## src/verilog/lpbc_params.svh

```systemverilog
// Register map, field positions, reset values and cycle counts of the executer
`ifndef LPBC_PARAMS_SVH
`define LPBC_PARAMS_SVH

// ----------------------------------------------------------------
// Register byte offsets
// ----------------------------------------------------------------
`define LPBC_OFS_CTRL 6'h00
`define LPBC_OFS_INSN 6'h04
`define LPBC_OFS_OPA 6'h08
`define LPBC_OFS_OPB 6'h0c
`define LPBC_OFS_BND 6'h10
`define LPBC_OFS_MOFS 6'h14
`define LPBC_OFS_RESULT 6'h18
`define LPBC_OFS_STATUS 6'h1c
`define LPBC_OFS_CYCLES 6'h20
`define LPBC_OFS_IRQ_STAT 6'h24
`define LPBC_OFS_IRQ_MASK 6'h28

// ----------------------------------------------------------------
// Control register fields
// ----------------------------------------------------------------
`define LPBC_CTRL_GO 0
`define LPBC_CTRL_PROT 1
`define LPBC_CTRL_WRITABLE 2
`define LPBC_CTRL_ADDR_BAD 3
`define LPBC_CTRL_STACK_SEG 4
`define LPBC_CTRL_KIND_LSB 5
`define LPBC_CTRL_TASK_GATE 7
`define LPBC_CTRL_NEXT_LSB 8
`define LPBC_CTRL_RST 16'h0000
`define LPBC_MASK_RST 2'b00
`define LPBC_FLAGS_RST 6'h00

// ----------------------------------------------------------------
// Opcodes and format-byte register fields
// ----------------------------------------------------------------
`define LPBC_OP_AND_LO 8'h20
`define LPBC_OP_AND_HI 8'h23
`define LPBC_OP_AND_ACC_B 8'h24
`define LPBC_OP_AND_ACC_W 8'h25
`define LPBC_OP_GRP_B 8'h80
`define LPBC_OP_GRP_W 8'h81
`define LPBC_OP_ADJ 8'h63
`define LPBC_OP_BOUND 8'h62
`define LPBC_OP_CALL_REL 8'he8
`define LPBC_OP_GRP_FF 8'hff
`define LPBC_OP_CALL_FAR 8'h9a
`define LPBC_SUB_AND 3'h4
`define LPBC_SUB_CALL_NEAR 3'h2
`define LPBC_SUB_CALL_FAR 3'h3

// ----------------------------------------------------------------
// Cycle counts
// ----------------------------------------------------------------
`define LPBC_CYC_AND_REG 16'h0002
`define LPBC_CYC_AND_IMM 16'h0003
`define LPBC_CYC_MEM 16'h0007
`define LPBC_CYC_ADJ_REG 16'h000a
`define LPBC_CYC_ADJ_MEM 16'h000b
`define LPBC_CYC_BOUND 16'h000d
`define LPBC_CYC_NEAR 16'h0007
`define LPBC_CYC_NEAR_MEM 16'h000b
`define LPBC_CYC_FAR_REAL 16'h000d
`define LPBC_CYC_FAR_PM 16'h001a
`define LPBC_CYC_GATE_SAME 16'h0029
`define LPBC_CYC_GATE_MORE 16'h0052
`define LPBC_CYC_GATE_PARM 16'h0056
`define LPBC_CYC_TASK_SEG 16'h00b1
`define LPBC_CYC_TASK_GATE 16'h00b6
`define LPBC_CYC_IFAR_REAL 16'h0010
`define LPBC_CYC_IFAR_PM 16'h001d
`define LPBC_CYC_IGATE_SAME 16'h002c
`define LPBC_CYC_IGATE_MORE 16'h0053
`define LPBC_CYC_IGATE_PARM 16'h005a
`define LPBC_CYC_ITASK_SEG 16'h00b4
`define LPBC_CYC_ITASK_GATE 16'h00b9
`define LPBC_CYC_FAULT 16'h0001

// ----------------------------------------------------------------
// Vectors and limits
// ----------------------------------------------------------------
`define LPBC_VEC_BOUND 8'h05
`define LPBC_VEC_UD 8'h06
`define LPBC_VEC_SS 8'h0c
`define LPBC_VEC_GP 8'h0d
`define LPBC_BOUND_OFS_LIMIT 16'hfffd
`define LPBC_PARM_MASK 5'h1f

`endif

```

## src/verilog/lpbc_pkg.sv

```systemverilog
// Types shared by the instruction executer
package lpbc_pkg;

// ----------------------------------------------------------------
// Sequencer states
// ----------------------------------------------------------------
typedef enum logic {
    LPBC_IDLE = 1'b0,
    LPBC_RUN = 1'b1
} lpbc_state_e;

// ----------------------------------------------------------------
// Far-call target kinds
// ----------------------------------------------------------------
typedef enum logic [1:0] {
    LPBC_FAR_CODE = 2'b00,
    LPBC_FAR_GATE_SAME = 2'b01,
    LPBC_FAR_GATE_MORE = 2'b10,
    LPBC_FAR_TASK = 2'b11
} lpbc_far_kind_e;

// Flags in order {overflow, sign, zero, aux, parity, carry}
typedef logic [5:0] lpbc_flags_t;

endpackage : lpbc_pkg

```

## src/verilog/lpbc_cycle_timer.sv

```systemverilog
// Down-counter that holds the executer busy for a given number of cycles
`timescale 1ns/1ps
module lpbc_cycle_timer #(
    parameter int CYC_W = 16
) (
    input wire logic clk,
    input wire logic sys_rst,
    input wire logic ce,
    input wire logic load,
    input wire logic [CYC_W-1:0] count,
    output logic busy,
    output logic done
);

    // Remaining cycles of the instruction in flight
    logic [CYC_W-1:0] remain;

    // ----------------------------------------------------------------
    // Count down, pulse done on the last cycle
    // ----------------------------------------------------------------
    always_ff @(posedge clk) begin
        if (sys_rst) begin
            remain <= '0;
            done <= 1'b0;
        end else if (ce) begin
            // A load wins over the countdown
            if (load) begin
                remain <= count;
            end else if (remain != '0) begin
                remain <= remain - 1'b1;
            end
            done <= !load && (remain == {{(CYC_W-1){1'b0}}, 1'b1});
        end
    end

    assign busy = (remain != '0);

endmodule : lpbc_cycle_timer

```

## src/verilog/lpbc_exec.sv

```systemverilog
// Executer for the logical-and, privilege-adjust, bounds-check and call instructions
// Operation
// - Decode and opcodes 20-25, 80/4, 81/4
// - And result bitwise, replaces first operand
// - And clears overflow/carry, sets sign/zero/parity
// - And cycles 2 reg, 3 immediate, 7 memory
// - Protected non-writable destination raises protection fault
// - Illegal address in protected mode: protection fault, stack fault
// - Adjust opcode 63, 10 or 11 cycles
// - Adjust raises lower privilege field, sets zero
// - Adjust in real mode raises interrupt 6
// - Bounds check raises interrupt 5 outside range
// - Bounds register operand gives invalid-opcode fault
// - Real-mode bounds offset from FFFD raises 13
// - Near calls E8 and FF/2 with cycles
// - Immediate far call cycle costs per target
// - Indirect far call cycle costs per target
// - Call cycles add next instruction byte count
// - Relative call adds displacement, pushes next offset
// - Gate parameter count masked to five bits
`timescale 1ns/1ps
`include "lpbc_params.svh"
module lpbc_exec #(
    parameter int CYC_W = 16
) (
    input wire logic clk,
    input wire logic sys_rst,
    input wire logic ce,
    input wire logic [5:0] avs_address,
    input wire logic avs_read,
    input wire logic avs_write,
    input wire logic [31:0] avs_writedata,
    input wire logic [3:0] avs_byteenable,
    output logic [31:0] avs_readdata,
    output logic avs_waitrequest,
    output logic irq
);

    // ----------------------------------------------------------------
    // Elaboration check
    // ----------------------------------------------------------------
    // The largest count (90 + 4*31 + 15) fits in eight bits
    generate
        if (CYC_W < 9 || CYC_W > 16) begin : g_bad_width
            $error("lpbc_exec: CYC_W must lie between 9 and 16");
        end
    endgenerate

    // ----------------------------------------------------------------
    // Helpers
    // ----------------------------------------------------------------
    // Apply Avalon byte enables to a register word
    function automatic logic [31:0] lpbc_merge(input logic [31:0] old_v,
                                               input logic [31:0] new_v,
                                               input logic [3:0] be);
        logic [31:0] m;
        m = {{8{be[3]}}, {8{be[2]}}, {8{be[1]}}, {8{be[0]}}};
        return (old_v & ~m) | (new_v & m);
    endfunction : lpbc_merge

    // A format byte names a memory operand unless its mode field is 3
    function automatic logic lpbc_is_mem(input logic [7:0] fmt);
        return fmt[7:6] != 2'b11;
    endfunction : lpbc_is_mem

    // ----------------------------------------------------------------
    // Software-visible state
    // ----------------------------------------------------------------
    logic [15:0] ctrl; // Mode and qualifier bits
    logic [15:0] insn; // {format byte, opcode}
    logic [15:0] opa; // First operand, or offset of next instruction
    logic [15:0] opb; // Second operand, immediate or displacement
    logic [31:0] bnd; // {upper bound, lower bound}
    logic [20:0] mofs; // {gate word count, memory operand offset}
    logic [31:0] result; // {pushed word, result or new offset}
    lpbc_pkg::lpbc_flags_t flags; // Arithmetic flags kept by the executer
    logic [7:0] fault_vec; // Fault vector of the last instruction, zero if it did not fault
    logic fault_hit; // Last instruction faulted
    logic [4:0] parm_cnt; // Words copied to the new stack
    logic [15:0] cycles; // Cycle cost of the last instruction
    logic [1:0] irq_stat; // {fault, done} sticky events
    logic [1:0] irq_mask; // Enables for irq_stat
    lpbc_pkg::lpbc_state_e state; // Sequencer state

    // ----------------------------------------------------------------
    // Avalon slave handshake
    // ----------------------------------------------------------------
    // One wait cycle per access; the write lands when waitrequest is low
    wire bus_req = avs_read || avs_write;
    wire bus_fire = bus_req && !avs_waitrequest;
    wire wr_fire = avs_write && !avs_waitrequest;
    wire hit_ctrl = (avs_address == `LPBC_OFS_CTRL);
    wire hit_insn = (avs_address == `LPBC_OFS_INSN);
    wire hit_opa = (avs_address == `LPBC_OFS_OPA);
    wire hit_opb = (avs_address == `LPBC_OFS_OPB);
    wire hit_bnd = (avs_address == `LPBC_OFS_BND);
    wire hit_mofs = (avs_address == `LPBC_OFS_MOFS);
    wire hit_stat = (avs_address == `LPBC_OFS_IRQ_STAT);
    wire hit_mask = (avs_address == `LPBC_OFS_IRQ_MASK);
    wire idle = (state == lpbc_pkg::LPBC_IDLE);
    // Operand registers are frozen while an instruction runs
    wire wr_ops = wr_fire && idle;
    wire go = wr_ops && hit_ctrl && avs_byteenable[0] && avs_writedata[`LPBC_CTRL_GO];

    // ----------------------------------------------------------------
    // Decode
    // ----------------------------------------------------------------
    wire [7:0] op = insn[7:0];
    wire [7:0] fmt = insn[15:8];
    wire [2:0] sub = fmt[5:3];
    wire mem = lpbc_is_mem(fmt);
    wire prot = ctrl[`LPBC_CTRL_PROT];
    wire [15:0] next_len = {12'h000, ctrl[`LPBC_CTRL_NEXT_LSB +: 4]};
    wire [1:0] kind = ctrl[`LPBC_CTRL_KIND_LSB +: 2];
    wire [4:0] wc = mofs[20:16] & `LPBC_PARM_MASK;
    // Conjunction forms
    wire and_rm = (op >= `LPBC_OP_AND_LO) && (op <= `LPBC_OP_AND_HI);
    wire and_acc = (op == `LPBC_OP_AND_ACC_B) || (op == `LPBC_OP_AND_ACC_W);
    wire grp_imm = (op == `LPBC_OP_GRP_B) || (op == `LPBC_OP_GRP_W);
    wire and_imm = grp_imm && (sub == `LPBC_SUB_AND);
    wire and_any = and_rm || and_acc || and_imm;
    wire and_word = op[0];
    // Memory destination only for the forms whose result goes to the operand
    wire and_dst_mem = mem && (and_imm || op == `LPBC_OP_AND_LO || op == 8'h21);
    // Other instructions
    wire adj = (op == `LPBC_OP_ADJ);
    wire bound = (op == `LPBC_OP_BOUND);
    wire is_ff = (op == `LPBC_OP_GRP_FF);
    wire call_rel = (op == `LPBC_OP_CALL_REL);
    wire call_ind = is_ff && (sub == `LPBC_SUB_CALL_NEAR);
    wire call_far = (op == `LPBC_OP_CALL_FAR);
    wire call_fmem = is_ff && (sub == `LPBC_SUB_CALL_FAR);
    wire is_call = call_rel || call_ind || call_far || call_fmem;
    wire known = and_any || adj || bound || is_call;
    // Memory operand touched by the instruction
    wire mem_use = bound || (mem && (and_rm || and_imm || adj || call_ind || call_fmem));

    // ----------------------------------------------------------------
    // Datapath
    // ----------------------------------------------------------------
    wire [15:0] and_full = opa & opb;
    // Byte forms keep the upper half of the first operand
    wire [15:0] and_res = and_word ? and_full : {opa[15:8], and_full[7:0]};
    wire and_sign = and_word ? and_res[15] : and_res[7];
    wire and_zero = and_word ? (and_res == 16'h0000) : (and_res[7:0] == 8'h00);
    wire and_par = ~^and_res[7:0];
    // Privilege field of the selector sits in the two low bits
    wire adj_raise = opa[1:0] < opb[1:0];
    wire [15:0] adj_res = adj_raise ? {opa[15:2], opb[1:0]} : opa;
    // Signed index against the two memory words
    wire bnd_out = ($signed(opa) < $signed(bnd[15:0])) ||
                   ($signed(opa) > $signed(bnd[31:16]));
    // Displacement wraps modulo 65536 onto the next offset
    wire [15:0] rel_target = opa + opb;
    wire [15:0] call_target = call_rel ? rel_target : opb;

    // ----------------------------------------------------------------
    // Fault detection, highest priority first
    // ----------------------------------------------------------------
    wire f_ud = !known || (adj && !prot) || (bound && !lpbc_is_mem(fmt));
    wire f_addr = prot && mem_use && ctrl[`LPBC_CTRL_ADDR_BAD];
    wire f_rofs = bound && !prot && (mofs[15:0] >= `LPBC_BOUND_OFS_LIMIT);
    wire f_wp = prot && (and_dst_mem || (adj && mem)) &&
                !ctrl[`LPBC_CTRL_WRITABLE];
    wire f_bnd = bound && bnd_out;
    wire f_any = f_ud || f_addr || f_rofs || f_wp || f_bnd;
    // Stack-segment operands take the stack fault instead
    wire [7:0] addr_vec = ctrl[`LPBC_CTRL_STACK_SEG] ? `LPBC_VEC_SS : `LPBC_VEC_GP;
    wire [7:0] vec_sel = f_ud ? `LPBC_VEC_UD :
                         f_addr ? addr_vec :
                         (f_rofs || f_wp) ? `LPBC_VEC_GP :
                         f_bnd ? `LPBC_VEC_BOUND : 8'h00;

    // ----------------------------------------------------------------
    // Cycle cost
    // ----------------------------------------------------------------
    wire [15:0] parm4 = {9'h000, wc, 2'b00};
    wire [15:0] cyc_and = (and_rm && !mem) ? `LPBC_CYC_AND_REG :
                          (and_acc || !mem) ? `LPBC_CYC_AND_IMM : `LPBC_CYC_MEM;
    wire [15:0] cyc_adj = mem ? `LPBC_CYC_ADJ_MEM : `LPBC_CYC_ADJ_REG;
    wire [15:0] cyc_near = (call_ind && mem) ? `LPBC_CYC_NEAR_MEM : `LPBC_CYC_NEAR;
    // Immediate pointer far call
    wire [15:0] cyc_fi_more = (wc == 5'h00) ? `LPBC_CYC_GATE_MORE :
                              `LPBC_CYC_GATE_PARM + parm4;
    wire [15:0] cyc_fi_task = ctrl[`LPBC_CTRL_TASK_GATE] ? `LPBC_CYC_TASK_GATE :
                              `LPBC_CYC_TASK_SEG;
    wire [15:0] cyc_fi = !prot ? `LPBC_CYC_FAR_REAL :
                         (kind == lpbc_pkg::LPBC_FAR_CODE) ? `LPBC_CYC_FAR_PM :
                         (kind == lpbc_pkg::LPBC_FAR_GATE_SAME) ? `LPBC_CYC_GATE_SAME :
                         (kind == lpbc_pkg::LPBC_FAR_GATE_MORE) ? cyc_fi_more :
                         cyc_fi_task;
    // Doubleword operand far call
    wire [15:0] cyc_fm_more = (wc == 5'h00) ? `LPBC_CYC_IGATE_MORE :
                              `LPBC_CYC_IGATE_PARM + parm4;
    wire [15:0] cyc_fm_task = ctrl[`LPBC_CTRL_TASK_GATE] ? `LPBC_CYC_ITASK_GATE :
                              `LPBC_CYC_ITASK_SEG;
    wire [15:0] cyc_fm = !prot ? `LPBC_CYC_IFAR_REAL :
                         (kind == lpbc_pkg::LPBC_FAR_CODE) ? `LPBC_CYC_IFAR_PM :
                         (kind == lpbc_pkg::LPBC_FAR_GATE_SAME) ? `LPBC_CYC_IGATE_SAME :
                         (kind == lpbc_pkg::LPBC_FAR_GATE_MORE) ? cyc_fm_more :
                         cyc_fm_task;
    wire [15:0] cyc_call = (call_far ? cyc_fi : call_fmem ? cyc_fm : cyc_near) +
                           next_len;
    wire [15:0] cyc_sel = f_ud ? `LPBC_CYC_FAULT :
                          and_any ? cyc_and :
                          adj ? cyc_adj :
                          bound ? `LPBC_CYC_BOUND : cyc_call;
    wire gate_more = prot && (call_far || call_fmem) &&
                     (kind == lpbc_pkg::LPBC_FAR_GATE_MORE);

    // ----------------------------------------------------------------
    // Cycle timer
    // ----------------------------------------------------------------
    logic start; // Go delayed one edge, so the count sees the new mode bits
    logic tmr_done;
    lpbc_cycle_timer #(
        .CYC_W(CYC_W)
    ) u_timer (
        .clk(clk),
        .sys_rst(sys_rst),
        .ce(ce),
        .load(start),
        .count(cyc_sel[CYC_W-1:0]),
        .busy(),
        .done(tmr_done)
    );

    // ----------------------------------------------------------------
    // Sequencer
    // ----------------------------------------------------------------
    // Results are published when the timer runs out, so software sees them
    // only after the documented cost has elapsed
    lpbc_pkg::lpbc_state_e next_state;
    always_comb begin
        next_state = state;
        unique case (state)
            lpbc_pkg::LPBC_IDLE: begin
                if (go) begin
                    next_state = lpbc_pkg::LPBC_RUN;
                end
            end
            lpbc_pkg::LPBC_RUN: begin
                if (tmr_done) begin
                    next_state = lpbc_pkg::LPBC_IDLE;
                end
            end
        endcase
    end

    always_ff @(posedge clk) begin
        if (sys_rst) begin
            state <= lpbc_pkg::LPBC_IDLE;
            start <= 1'b0;
        end else if (ce) begin
            state <= next_state;
            start <= go;
        end
    end

    // Commit the outcome of the instruction
    wire commit = (state == lpbc_pkg::LPBC_RUN) && tmr_done;
    wire [15:0] res_lo = and_any ? and_res : adj ? adj_res : is_call ? call_target : opa;
    wire [15:0] res_hi = is_call ? opa : 16'h0000;
    // Overflow and carry cleared, aux carry left as it was
    wire [5:0] and_flags = {1'b0, and_sign, and_zero, flags[2], and_par, 1'b0};
    wire [5:0] adj_flags = {flags[5:4], adj_raise, flags[2:0]};
    wire [5:0] next_flags = f_any ? flags : and_any ? and_flags : adj ? adj_flags : flags;

    always_ff @(posedge clk) begin
        if (sys_rst) begin
            result <= 32'h0000_0000;
            flags <= `LPBC_FLAGS_RST;
            fault_vec <= 8'h00;
            fault_hit <= 1'b0;
            parm_cnt <= 5'h00;
            cycles <= 16'h0000;
        end else if (ce && commit) begin
            // A faulting instruction leaves its destination untouched
            if (!f_any) begin
                result <= {res_hi, res_lo};
            end
            flags <= next_flags;
            fault_vec <= vec_sel;
            fault_hit <= f_any;
            parm_cnt <= (gate_more && !f_any) ? wc : 5'h00;
            cycles <= cyc_sel;
        end
    end

    // ----------------------------------------------------------------
    // Register writes
    // ----------------------------------------------------------------
    wire [31:0] wd = avs_writedata;
    wire [3:0] be = avs_byteenable;
    wire [31:0] ctrl_w = lpbc_merge({16'h0000, ctrl}, wd, be);
    wire [31:0] insn_w = lpbc_merge({16'h0000, insn}, wd, be);
    wire [31:0] opa_w = lpbc_merge({16'h0000, opa}, wd, be);
    wire [31:0] opb_w = lpbc_merge({16'h0000, opb}, wd, be);
    wire [31:0] bnd_w = lpbc_merge(bnd, wd, be);
    wire [31:0] mofs_w = lpbc_merge({11'h000, mofs}, wd, be);
    wire [31:0] mask_w = lpbc_merge({30'h0, irq_mask}, wd, be);
    wire [1:0] stat_clr = (wr_fire && hit_stat && be[0]) ? wd[1:0] : 2'b00;
    wire [1:0] stat_set = {commit && f_any, commit};

    always_ff @(posedge clk) begin
        if (sys_rst) begin
            ctrl <= `LPBC_CTRL_RST;
            insn <= 16'h0000;
            opa <= 16'h0000;
            opb <= 16'h0000;
            bnd <= 32'h0000_0000;
            mofs <= 21'h00_0000;
        end else if (ce && wr_ops) begin
            // The go bit is a strobe and is never stored
            if (hit_ctrl) ctrl <= {ctrl_w[15:1], 1'b0};
            if (hit_insn) insn <= insn_w[15:0];
            if (hit_opa) opa <= opa_w[15:0];
            if (hit_opb) opb <= opb_w[15:0];
            if (hit_bnd) bnd <= bnd_w;
            if (hit_mofs) mofs <= mofs_w[20:0];
        end
    end

    // Interrupt status: a new event wins over a clear in the same cycle
    always_ff @(posedge clk) begin
        if (sys_rst) begin
            irq_stat <= 2'b00;
            irq_mask <= `LPBC_MASK_RST;
            irq <= 1'b0;
        end else if (ce) begin
            irq_stat <= (irq_stat & ~stat_clr) | (ce ? stat_set : 2'b00);
            if (wr_fire && hit_mask) irq_mask <= mask_w[1:0];
            irq <= |(irq_stat & irq_mask);
        end
    end

    // ----------------------------------------------------------------
    // Read path
    // ----------------------------------------------------------------
    wire [31:0] status_w = {9'h000, parm_cnt, fault_hit, fault_vec, 2'b00, flags, !idle};
    wire [31:0] rd_mux = hit_ctrl ? {16'h0000, ctrl} :
                         hit_insn ? {16'h0000, insn} :
                         hit_opa ? {16'h0000, opa} :
                         hit_opb ? {16'h0000, opb} :
                         hit_bnd ? bnd :
                         hit_mofs ? {11'h000, mofs} :
                         (avs_address == `LPBC_OFS_RESULT) ? result :
                         (avs_address == `LPBC_OFS_STATUS) ? status_w :
                         (avs_address == `LPBC_OFS_CYCLES) ? {16'h0000, cycles} :
                         hit_stat ? {30'h0, irq_stat} :
                         hit_mask ? {30'h0, irq_mask} : 32'h0000_0000;

    // Waitrequest drops for exactly one cycle per access
    always_ff @(posedge clk) begin
        if (sys_rst) begin
            avs_waitrequest <= 1'b1;
            avs_readdata <= 32'h0000_0000;
        end else if (ce) begin
            avs_waitrequest <= !(bus_req && avs_waitrequest) || bus_fire;
            if (avs_read && avs_waitrequest) begin
                avs_readdata <= rd_mux;
            end
        end
    end

endmodule : lpbc_exec

```

## config.mk

```make
export PLATFORM = sky130hd
export DESIGN_NAME = lpbc_exec
export DESIGN_NICKNAME = d
export VERILOG_FILES = /design/src/verilog/lpbc_pkg.sv /design/src/verilog/lpbc_cycle_timer.sv /design/src/verilog/lpbc_exec.sv
export VERILOG_INCLUDE_DIRS = /design/src /design/src/verilog
export SDC_FILE = /design/constraint.sdc
export NUM_CORES = 1
export LEC_CHECK = 0
export BUFFER_PORTS_ARGS = -buffer_cell sky130_fd_sc_hd__buf_4
export CAP_MARGIN = 20
export CELL_PAD_IN_SITES_DETAIL_PLACEMENT = 0
export CELL_PAD_IN_SITES_GLOBAL_PLACEMENT = 2
export CORE_ASPECT_RATIO = 0.9
export CORE_UTILIZATION = 40
export CTS_BUF_LIST = sky130_fd_sc_hd__clkbuf_16
export DETAILED_ROUTE_END_ITERATION = 16
export GPL_TIMING_DRIVEN = 0
export PLACE_DENSITY_LB_ADDON = 0.1
export SLEW_MARGIN = 20
export SYNTH_ARGS = -nofsm -noshare
export SYNTH_HDL_FRONTEND = slang
export SYNTH_HIERARCHICAL = 1
export SYNTH_SLANG_ARGS = --single-unit
```

## constraint.sdc

```tcl
create_clock -name clk -period 8.7 [get_ports clk]
set_clock_uncertainty 0.1 [all_clocks]
set_input_delay 1.74 -clock clk [delete_from_list [all_inputs] [get_ports clk]]
set_output_delay 1.74 -clock clk [all_outputs]
set_load 0.005 [all_outputs]
```

==> flow_metrics.py, run 1 <==
metrics = {
    "status": {
        "outcome": "complete, no violations",
    },
    "global_routing": {
        "grt_use_total_pct": 35.3,
        "grt_max_degree": 13,
        "grt_pass1_wl_um": 89100,
        "grt_pass1_vias": 12900,
        "antenna_found_initial": 1,
        "overflow": 0,
    },
    "floorplan": {
        "ios": 81,
        "core_area_um2": 33000,
        "rows": 63,
        "chipWidth_um": 195,
        "die-height_um": 176,
        "design.die.area_um2": 34400,
        "start_util_pct": 40.8,
    },
    "clocking": {
        "cts_sinks": 227,
        "cts.path.max_buffers": 3,
        "post_cts_resized": 0,
        "cts-root-buf": "clkbuf_16",
        "clk_latency_ns": 0.55,
        "htreeDepth": 1,
        "ctsHoldBuffers": 0,
        "cts_setup_buffers": 0,
        "tritoncts": "done",
        "clk_pin_slew_ns": 0.06,
        "cts_made_buffers": 27,
    },
    "routing": {
        "ant_nets": 0,
        "viasPerCell": 6.25,
        "drtIter0Drc": 1628,
        "vias": 14200,
        "drtPass1Iterations": 6,
        "totalWireLength_um": 61200,
        "routedWlPerCell_um": 27.0,
        "drcViolationCount": 0,
    },
    "sta": {
        "fin_crit_sh_pct": 54.2,
        "fmax_ghz": 0.212,
        "maxSlewHeadroom_pct": 25.9,
        "drv_slew": 0,
        "hold_viol_final": 0,
        "tightest_slew_ns": 1.11,
        "min_period_ns": 4.72,
        "tns_ns": 0,
        "rsz0062_at_grt": "no",
        "setup_violations": 0,
    },
    "worst_setup_path": {
        "startpoint_type": "input pin",
        "worstPathMaxFanout": 10,
        "required_ns": 9.07,
        "end_kind": "flip-flop",
        "worst-r2r-setup-slack_ns": 4.35,
        "worstSetupPathType": "in -> reg",
        "crit_arrival_ns": 5.08,
    },
    "hold_path": {
        "hold_path.class": "reg -> reg",
    },
    "logic_synthesis": {
        "yosys_warnings": 6,
        "synth_area_per_cell_um2": 7.86,
        "postSynthCellCount": 1714,
        "synth_area_um2": 13500,
    },
    "power": {
        "p_leak_nw": 5.54,
        "power.density_nw_per_um2": 170,
        "ir_drop_mv": 0.138,
        "p_total_mw": 2.62,
    },
    "place": {
        "dpl.hpwl_um": 46800,
        "port_buffers": 77,
        "place.gp.congestion": 1.01,
        "place_area_um2": 14600,
    },
    "layout": {
        "stdcell_area_um2": 15400,
        "finish.net_count": 1941,
        "syn2layout_area_growth_pct": 14.5,
        "drive_above_1_share_pct": 9.54,
    },
    "flow_run": {
        "maxCapViolCount": 0,
    },
}
path summary, 6_finish.rpt:
| kind | cells past startpoint | endpoint | startpoint |
|---|---|---|---|
| setup / recovery | 9 | mofs[17]$_SDFFE_PP0P_ | avs_address[2] |
| hold / removal | 2 | bnd[26]$_SDFFE_PP0P_ | bnd[26]$_SDFFE_PP0P_ |
| setup reg to reg | 15 | u_timer/remain[6]$_SDFFE_PP0P_ | mofs[17]$_SDFFE_PP0P_ |
| hold reg to reg | 2 | bnd[26]$_SDFFE_PP0P_ | bnd[26]$_SDFFE_PP0P_ |
area by class of cell:
class,count,area (um^2)
Timing Repair Buffer,79,591
Multi-Input combinational cell,1303,8210
Buffer,121,497
Sequential cell,227,4540
Fill cell,3463,17600
Clock buffer,27,676
Tap cell,422,528
Clock inverter,18,113
Inverter,69,259
Antenna cell,1,2.50
routing by layer:
| metal | global-route usage (%) | wire length (um) |
|---|---|---|
| met1 | 50.1 | 27600 |
| met2 | 54.2 | 26300 |
| met3 | 4.18 | 4620 |
| met4 | 13.9 | 2740 |
| met5 | 0 | 0 |
cell usage in the layout, fill, tap and decap left out, types with 8 or more instances in the layout:
cell and n:
a211oi_1 13, a21o_1 12, a21oi_1 174, a221oi_1 13, a22oi_1 26, a31oi_1 14
and2_1 12, and3_1 8, buf_1 8, buf_2 11, buf_4 80, clkbuf_1 98
clkbuf_16 27, dfxtp_1 227, ha_1 64, inv_1 72, mux2i_1 70, mux4_2 15
nand2_1 271, nand2b_1 10, nand3_1 127, nand4_1 20, nor2_1 106, nor3_1 39
nor4_1 12, o211ai_1 15, o21ai_0 73, o31ai_1 17, o41ai_1 9, or3_1 8
or4_1 9
where the power goes:
part / internal (mW) / switching [mW] / total [mW]
Combinational: 0.175 / 0.296 / 0.471
Clock: 0.588 / 0.468 / 1.06
Sequential: 1.07 / 0.0298 / 1.10
Total: 1.83 / 0.794 / 2.62
stage by stage:
| stage | setup WS, ns | utilization, % | instances | hold WS (ns) |
|---|---|---|---|---|
| after global placement | 3.56 | 44.2 | 2219 | 0.341 |
| after floorplan | 4.89 | - | 1720 | 0.329 |
| after CTS | 4.19 | 46.7 | 2266 | 0.354 |
| after detailed placement | 3.65 | 44.3 | 2221 | 0.346 |
| final | 3.98 | 46.7 | 2267 | 0.353 |
| after global routing | 3.90 | 46.7 | 2266 | 0.376 |
state kept, by name (all words and copies together) (netlist names):
name and flops:
opa 16, flags 3, irq 1, state 1
avs_waitrequest 1, irq_mask 2, avs_readdata 32, fault_vec 4
mofs 21, bnd 32, start 1, u_timer/remain 16
fault_hit 1, insn 16, parm_cnt 5, u_timer/done 1
ctrl 15, opb 16, cycles 9, result 32
irq_stat 2
critical path, stage by stage:
cell and delay [ns]:
buf_4 0.11, clkbuf_1 0.51, inv_1 0.33, nor2_1 0.74
and3_1 0.27, clkbuf_1 0.41, clkbuf_1 0.66, nand3_1 0.15
a21oi_1 0.17
(Power assumes the default switching activity.)
==> run 2: changes to the inputs <==
--- a/config.mk
+++ b/config.mk
@@ -6,12 +6,13 @@
 export SDC_FILE = /design/constraint.sdc
 export NUM_CORES = 1
 export LEC_CHECK = 0
+export ABC_AREA = 1
 export BUFFER_PORTS_ARGS = -buffer_cell sky130_fd_sc_hd__buf_4
 export CAP_MARGIN = 20
 export CELL_PAD_IN_SITES_DETAIL_PLACEMENT = 0
 export CELL_PAD_IN_SITES_GLOBAL_PLACEMENT = 2
 export CORE_ASPECT_RATIO = 0.9
-export CORE_UTILIZATION = 40
+export CORE_UTILIZATION = 35
 export CTS_BUF_LIST = sky130_fd_sc_hd__clkbuf_16
 export DETAILED_ROUTE_END_ITERATION = 16
 export GPL_TIMING_DRIVEN = 0
==> constraint.sdc (replaced) <==
create_clock -name clk -period 4.5 [get_ports clk]
set_clock_uncertainty 0.1 [all_clocks]
set_input_delay 0.9 -clock clk [delete_from_list [all_inputs] [get_ports clk]]
set_output_delay 0.9 -clock clk [all_outputs]
set_load 0.005 [all_outputs]
==> flow_metrics.py, run 2 <==
metrics = {
    "floorplan": {
        "ios": 81,
        "start_util_pct": 35.8,
        "design.die.area_um2": 39200,
        "core_area_um2": 37600,
        "die-height_um": 188,
        "chipWidth_um": 209,
        "rows": 67,
    },
    "routing": {
        "drtPass1Iterations": 5,
        "viasPerCell": 5.34,
        "wl_met1_um": 27300,
        "drcViolationCount": 0,
        "routedWlPerCell_um": 21.9,
        "wl_met3_um": 3510,
        "ant_nets": 0,
        "highest_layer": "met4",
        "drtIter0Drc": 1119,
        "wl_met2_um": 24900,
        "vias": 14100,
        "totalWireLength_um": 57800,
    },
    "sta": {
        "min_period_ns": 3.60,
        "setup_violations": 0,
        "setup_ws_ns": 0.900,
        "tns_ns": 0,
        "fmax_ghz": 0.278,
        "maxSlewHeadroom_pct": 42.0,
        "tightest_slew_ns": 0.870,
        "fin_crit_sh_pct": 80.0,
        "drv_slew": 0,
        "hold_viol_final": 0,
        "rsz0062_at_grt": "no",
    },
    "hold_path": {
        "hold_depth": 2,
        "hp-start": "ctrl[13]$_SDFFE_PP0P_",
        "hold_path.class": "reg -> reg",
    },
    "flow_run": {
        "maxCapViolCount": 0,
    },
    "layout": {
        "finish.net_count": 2244,
        "seq_area_um2": 4540,
        "stdcell_area_um2": 15500,
        "fillCellCount": 4115,
        "reg_top3": "avs_readdata: 32 flops, bnd: 32 flops, result: 32 flops",
        "multi_input_area_um2": 7560,
        "diodes": 0,
        "final_common_cell": "nand2_1",
        "drive_above_1_share_pct": 9.57,
        "final_cell_mix": "nand2_1 (412), inv_1 (254), a21oi_1 (251), dfxtp_1 (227), o21ai_0 (202)",
        "syn2layout_area_growth_pct": 15.4,
    },
    "global_routing": {
        "grt_pass1_vias": 13200,
        "grt_use_total_pct": 29.1,
        "overflow": 0,
        "antenna_found_initial": 0,
        "grt_pass1_wl_um": 84600,
        "grt_max_degree": 14,
    },
    "logic_synthesis": {
        "synth_area_per_cell_um2": 6.67,
        "postSynthCellCount": 2017,
        "yosys_warnings": 6,
        "synth_area_um2": 13500,
    },
    "clocking": {
        "clk_pin_slew_ns": 0.06,
        "ctsHoldBuffers": 0,
        "cts.path.max_buffers": 3,
        "tritoncts": "done",
        "cts_setup_buffers": 0,
        "clk_latency_ns": 0.57,
        "cts_made_buffers": 27,
        "htreeDepth": 1,
        "post_cts_resized": 0,
        "cts-root-buf": "clkbuf_16",
        "cts_sinks": 227,
    },
    "worst_setup_path": {
        "startpoint_type": "flip-flop",
        "cp_cell_sequence": "clkbuf_1, inv_1, a21oi_1, a21oi_1, ha_1, fa_1, a21o_1, a21oi_1, nor2_1, inv_1, nor2_1, nand2_1, nand2_1, nor2_1, nand2_1, nand2_1, nand2_1, a21oi_2",
        "cpPeakStageDelay_ns": 0.47,
        "r2r-start": "ctrl[1]$_SDFFE_PP0P_",
        "crit_buf_inv": 3,
        "worstPathMaxFanout": 8,
        "crit_top_cell": "nand2_1",
        "worstSetupPathType": "reg -> reg",
        "required_ns": 4.88,
        "ff2ff_path_depth": 18,
        "path_depth": 18,
        "end_kind": "flip-flop",
        "crit_slowest_cell": "clkbuf_1",
        "cp_top_family": "compound AO/OA/AOI/OAI gates",
        "crit_arrival_ns": 3.98,
        "startpoint": "ctrl[1]$_SDFFE_PP0P_",
    },
    "place": {
        "post-place-ws_ns": 0.921,
        "place.gp.congestion": 0.957,
        "port_buffers": 79,
        "place_area_um2": 14700,
        "dpl.hpwl_um": 46300,
    },
    "power": {
        "p_total_mw": 4.72,
        "power.density_nw_per_um2": 304,
        "ir_drop_mv": 0.287,
        "p_leak_nw": 6.44,
    },
    "status": {
        "outcome": "complete, no violations",
    },
}
run 2: cell count changes in the layout (fill, tap and decap cells not counted), moves of 17 or more:
cell and change:
inv_1 +182, o21ai_0 +129, o21ai_1 +23, nand2_1 +141, nor2_1 +95, nor3_1 -22, a22oi_1 -17, mux2i_1 -70
o22ai_1 +22, nand3_1 -48, clkbuf_1 -43, a21oi_1 +77
run 2: power breakdown:
group	internal, mW	switching (mW)	leakage, nW
Sequential	2.04	0.0324	1.83
Clock	1.26	0.939	0.456
Combinational	0.152	0.305	4.15
run 2: path summary, 6_finish.rpt:
path / to / slack (ns)
max: u_timer/remain[6]$_SDFFE_PP0P_ / 0.90
min: ctrl[13]$_SDFFE_PP0P_ / 0.35
max reg2reg: u_timer/remain[6]$_SDFFE_PP0P_ / 0.90
min reg2reg: ctrl[13]$_SDFFE_PP0P_ / 0.35
run 2: worst reg2reg max path, stage by stage, from the launching register on:
cell,delay (ns)
dfxtp_1,0.31
clkbuf_1,0.47
inv_1,0.32
a21oi_1,0.34
a21oi_1,0.13
ha_1,0.23
fa_1,0.41
a21o_1,0.18
a21oi_1,0.18
nor2_1,0.07
inv_1,0.07
nor2_1,0.05
nand2_1,0.08
nand2_1,0.05
nor2_1,0.21
nand2_1,0.09
nand2_1,0.09
nand2_1,0.06
a21oi_2,0.11
run 2: cell type report:
cell class,instances,share of cell area (%)
Buffer,84,2.63
Clock buffer,27,4.35
Clock inverter,23,1.17
Inverter,256,6.20
Multi-Input combinational cell,1456,48.7
Sequential cell,227,29.3
Tap cell,483,3.89
Timing Repair Buffer,79,3.82
run 2: layer usage:
layer / GRT usage (%) / vias to the layer above
met5: 0 / -
met4: 10.1 / 0
met3: 4.37 / 95
met2: 45.0 / 401
met1: 40.9 / 6645
li1: - / 6918
run 2: stage by stage:
step / util [%] / hold WS (ns) / std cells
final: 41.4 / 0.351 / 2635
after global routing: 41.4 / 0.371 / 2635
after CTS: 41.4 / 0.350 / 2635
after detailed placement: 39.1 / 0.341 / 2585
after global placement: 39.1 / 0.336 / 2585
after floorplan: - / 0.323 / 2023
==> run 3: changes to the inputs <==
==> constraint.sdc (replaced) <==
create_clock -name clk -period 3.6 [get_ports clk]
set_clock_uncertainty 0.1 [all_clocks]
set_input_delay 0.72 -clock clk [delete_from_list [all_inputs] [get_ports clk]]
set_output_delay 0.72 -clock clk [all_outputs]
set_load 0.005 [all_outputs]
==> flow_metrics.py, run 3 (synthesis results as in run 2) <==
metrics = {
    "status": {
        "outcome": "complete, no violations",
    },
    "power": {
        "netSwitchingFraction_pct": 27.1,
        "p_seq_share_pct": 43.8,
        "switchingPower_mw": 1.60,
        "p_leak_nw": 6.44,
        "intPower_mw": 4.31,
        "power_frac_clock_pct": 46.5,
        "power.density_nw_per_um2": 380,
        "ir_drop_mv": 0.356,
        "p_total_mw": 5.91,
        "pwr-share-comb_pct": 9.7,
    },
    "floorplan": {
        "start_util_pct": 35.8,
        "die-height_um": 188,
        "ios": 81,
        "core_area_um2": 37600,
        "rows": 67,
        "chipWidth_um": 209,
        "design.die.area_um2": 39200,
    },
    "flow_run": {
        "maxCapViolCount": 0,
    },
    "worst_setup_path": {
        "crit_arrival_ns": 3.67,
        "worstPathMaxFanout": 6,
        "cpPeakStageDelay_ns": 0.42,
        "required_ns": 3.99,
        "startpoint_type": "flip-flop",
        "path_depth": 20,
        "ff2ff_path_depth": 20,
        "crit_buf_inv": 2,
        "cp_cell_sequence": "inv_1, ha_1, nand3_1, nand2_1, a21oi_1, a21oi_1, ha_1, fa_1, a21o_1, a21oi_1, nor2_1, inv_1, nor2_1, nand2_1, nand2_1, nor2_2, nand2_1, nand2_1, nand2_1, a21oi_2",
        "crit_top_cell": "nand2_1",
        "end_kind": "flip-flop",
        "crit_slowest_cell": "dfxtp_2",
        "cp_top_family": "simple AND/OR/NAND/NOR gates",
        "worstSetupPathType": "reg -> reg",
    },
    "sta": {
        "tightest_slew_ns": 0.884,
        "min_period_ns": 3.29,
        "fmax_ghz": 0.304,
        "drv_slew": 0,
        "setup_violations": 0,
        "fin_crit_sh_pct": 91.3,
        "maxSlewHeadroom_pct": 41.1,
        "hold_viol_final": 0,
        "rsz0062_at_grt": "no",
        "tns_ns": 0,
    },
    "layout": {
        "final_cell_mix": "nand2_1 (412), inv_1 (253), a21oi_1 (251), dfxtp_1 (224), o21ai_0 (202)",
        "finish.net_count": 2244,
        "drive_above_1_share_pct": 9.94,
        "final_common_cell": "nand2_1",
        "reg_top3": "avs_readdata: 32 flops, bnd: 32 flops, result: 32 flops",
        "syn2layout_area_growth_pct": 15.6,
        "final_util_pct": 41.4,
        "fin_cells": 2636,
    },
    "routing": {
        "drtIter0Drc": 1204,
        "vias": 14100,
        "ant_nets": 0,
        "drcViolationCount": 0,
        "totalWireLength_um": 57900,
        "viasPerCell": 5.33,
        "routedWlPerCell_um": 22.0,
        "drtPass1Iterations": 5,
    },
    "hold_path": {
        "hold_path.class": "in -> reg",
        "hold_depth": 3,
    },
    "clocking": {
        "htreeDepth": 1,
        "clk_latency_ns": 0.57,
        "clk_pin_slew_ns": 0.06,
        "tritoncts": "done",
        "cts_sinks": 227,
        "ctsHoldBuffers": 0,
        "cts-root-buf": "clkbuf_16",
        "cts_made_buffers": 27,
        "cts.path.max_buffers": 3,
    },
    "global_routing": {
        "antenna_found_initial": 0,
        "grt_max_degree": 14,
        "grt_use_total_pct": 29.1,
        "grt_pass1_vias": 13200,
        "overflow": 0,
        "grt_pass1_wl_um": 84600,
    },
    "place": {
        "place.gp.congestion": 0.957,
        "placed_cells": 2585,
        "port_buffers": 79,
        "dpl.hpwl_um": 46300,
    },
}
[run 3: cell types whose count changed in the layout (fill, tap and decap cells not counted)]
cell | before | now
nor3_1 | 17 | 16
dfxtp_2 | 0 | 3
buf_4 | 83 | 84
inv_1 | 254 | 253
clkbuf_1 | 55 | 54
dfxtp_1 | 227 | 224
nor2_2 | 15 | 17
diode_2 | 0 | 1
nor2_1 | 201 | 199
nor3_2 | 0 | 1
inv_2 | 8 | 9
[run 3: worst register-to-register path, stage by stage, from the launching register on]
cell and delay [ns]:
dfxtp_2 0.42, inv_1 0.17, ha_1 0.22, nand3_1 0.12
nand2_1 0.14, a21oi_1 0.16, a21oi_1 0.06, ha_1 0.23
fa_1 0.41, a21o_1 0.18, a21oi_1 0.17, nor2_1 0.07
inv_1 0.07, nor2_1 0.05, nand2_1 0.08, nand2_1 0.07
nor2_2 0.16, nand2_1 0.08, nand2_1 0.09, nand2_1 0.06
a21oi_2 0.11
[run 3: worst paths after layout]
path                          from                             end  slack [ns]
min              avs_writedata[23]            bnd[23]$_SDFFE_PP0P_        0.33
min reg2reg  ctrl[13]$_SDFFE_PP0P_           ctrl[13]$_SDFFE_PP0P_        0.35
max          mofs[17]$_SDFFE_PP0P_  u_timer/remain[6]$_SDFFE_PP0P_        0.31
max reg2reg  mofs[17]$_SDFFE_PP0P_  u_timer/remain[6]$_SDFFE_PP0P_        0.31
[run 3: stage by stage]
step	area [um^2]	hold slack (ns)	setup slack (ns)
2_1_floorplan	13500	0.323	0.850
3_3_place_gp	14700	0.336	0.00988
3_5_place_dp	14700	0.341	0.0209
4_1_cts	15500	0.310	0.0295
5_1_grt	15600	0.329	0.0310
6_report	15600	0.331	0.313
[run 3: layer usage]
layer	vias to the layer above	track usage, %	wire length, um
li1	6915	-	-
met1	6620	40.9	27300
met2	424	45.0	24900
met3	93	4.37	3630
met4	0	10.1	2030
met5	-	0	0
[run 3: repair_timing]
item                                    CTS  global route
setup buffers                             0             1
endpoints found under the setup margin    1             5
resized for setup                         0             7
[run 3: power by group through the flow]
stage | clock [mW] | sequential [mW] | combinational [mW]
2_1_floorplan | 0 | 2.63 | 0.364
3_3_place_gp | 0 | 2.64 | 0.563
3_5_place_dp | 0 | 2.64 | 0.567
4_1_cts | 2.77 | 2.59 | 0.569
5_1_grt | 2.87 | 2.59 | 0.633
6_report | 2.75 | 2.59 | 0.572
[run 3: layout make-up]
class | count | area (um^2)
clock buffer | 27 | 676
fill | 4116 | 22000
multi-input combinational | 1456 | 7570
buffer | 83 | 405
tap | 483 | 604
timing repair buffer | 80 | 601
sequential | 227 | 4550
antenna | 1 | 2.50
clock inverter | 23 | 181
inverter | 256 | 963
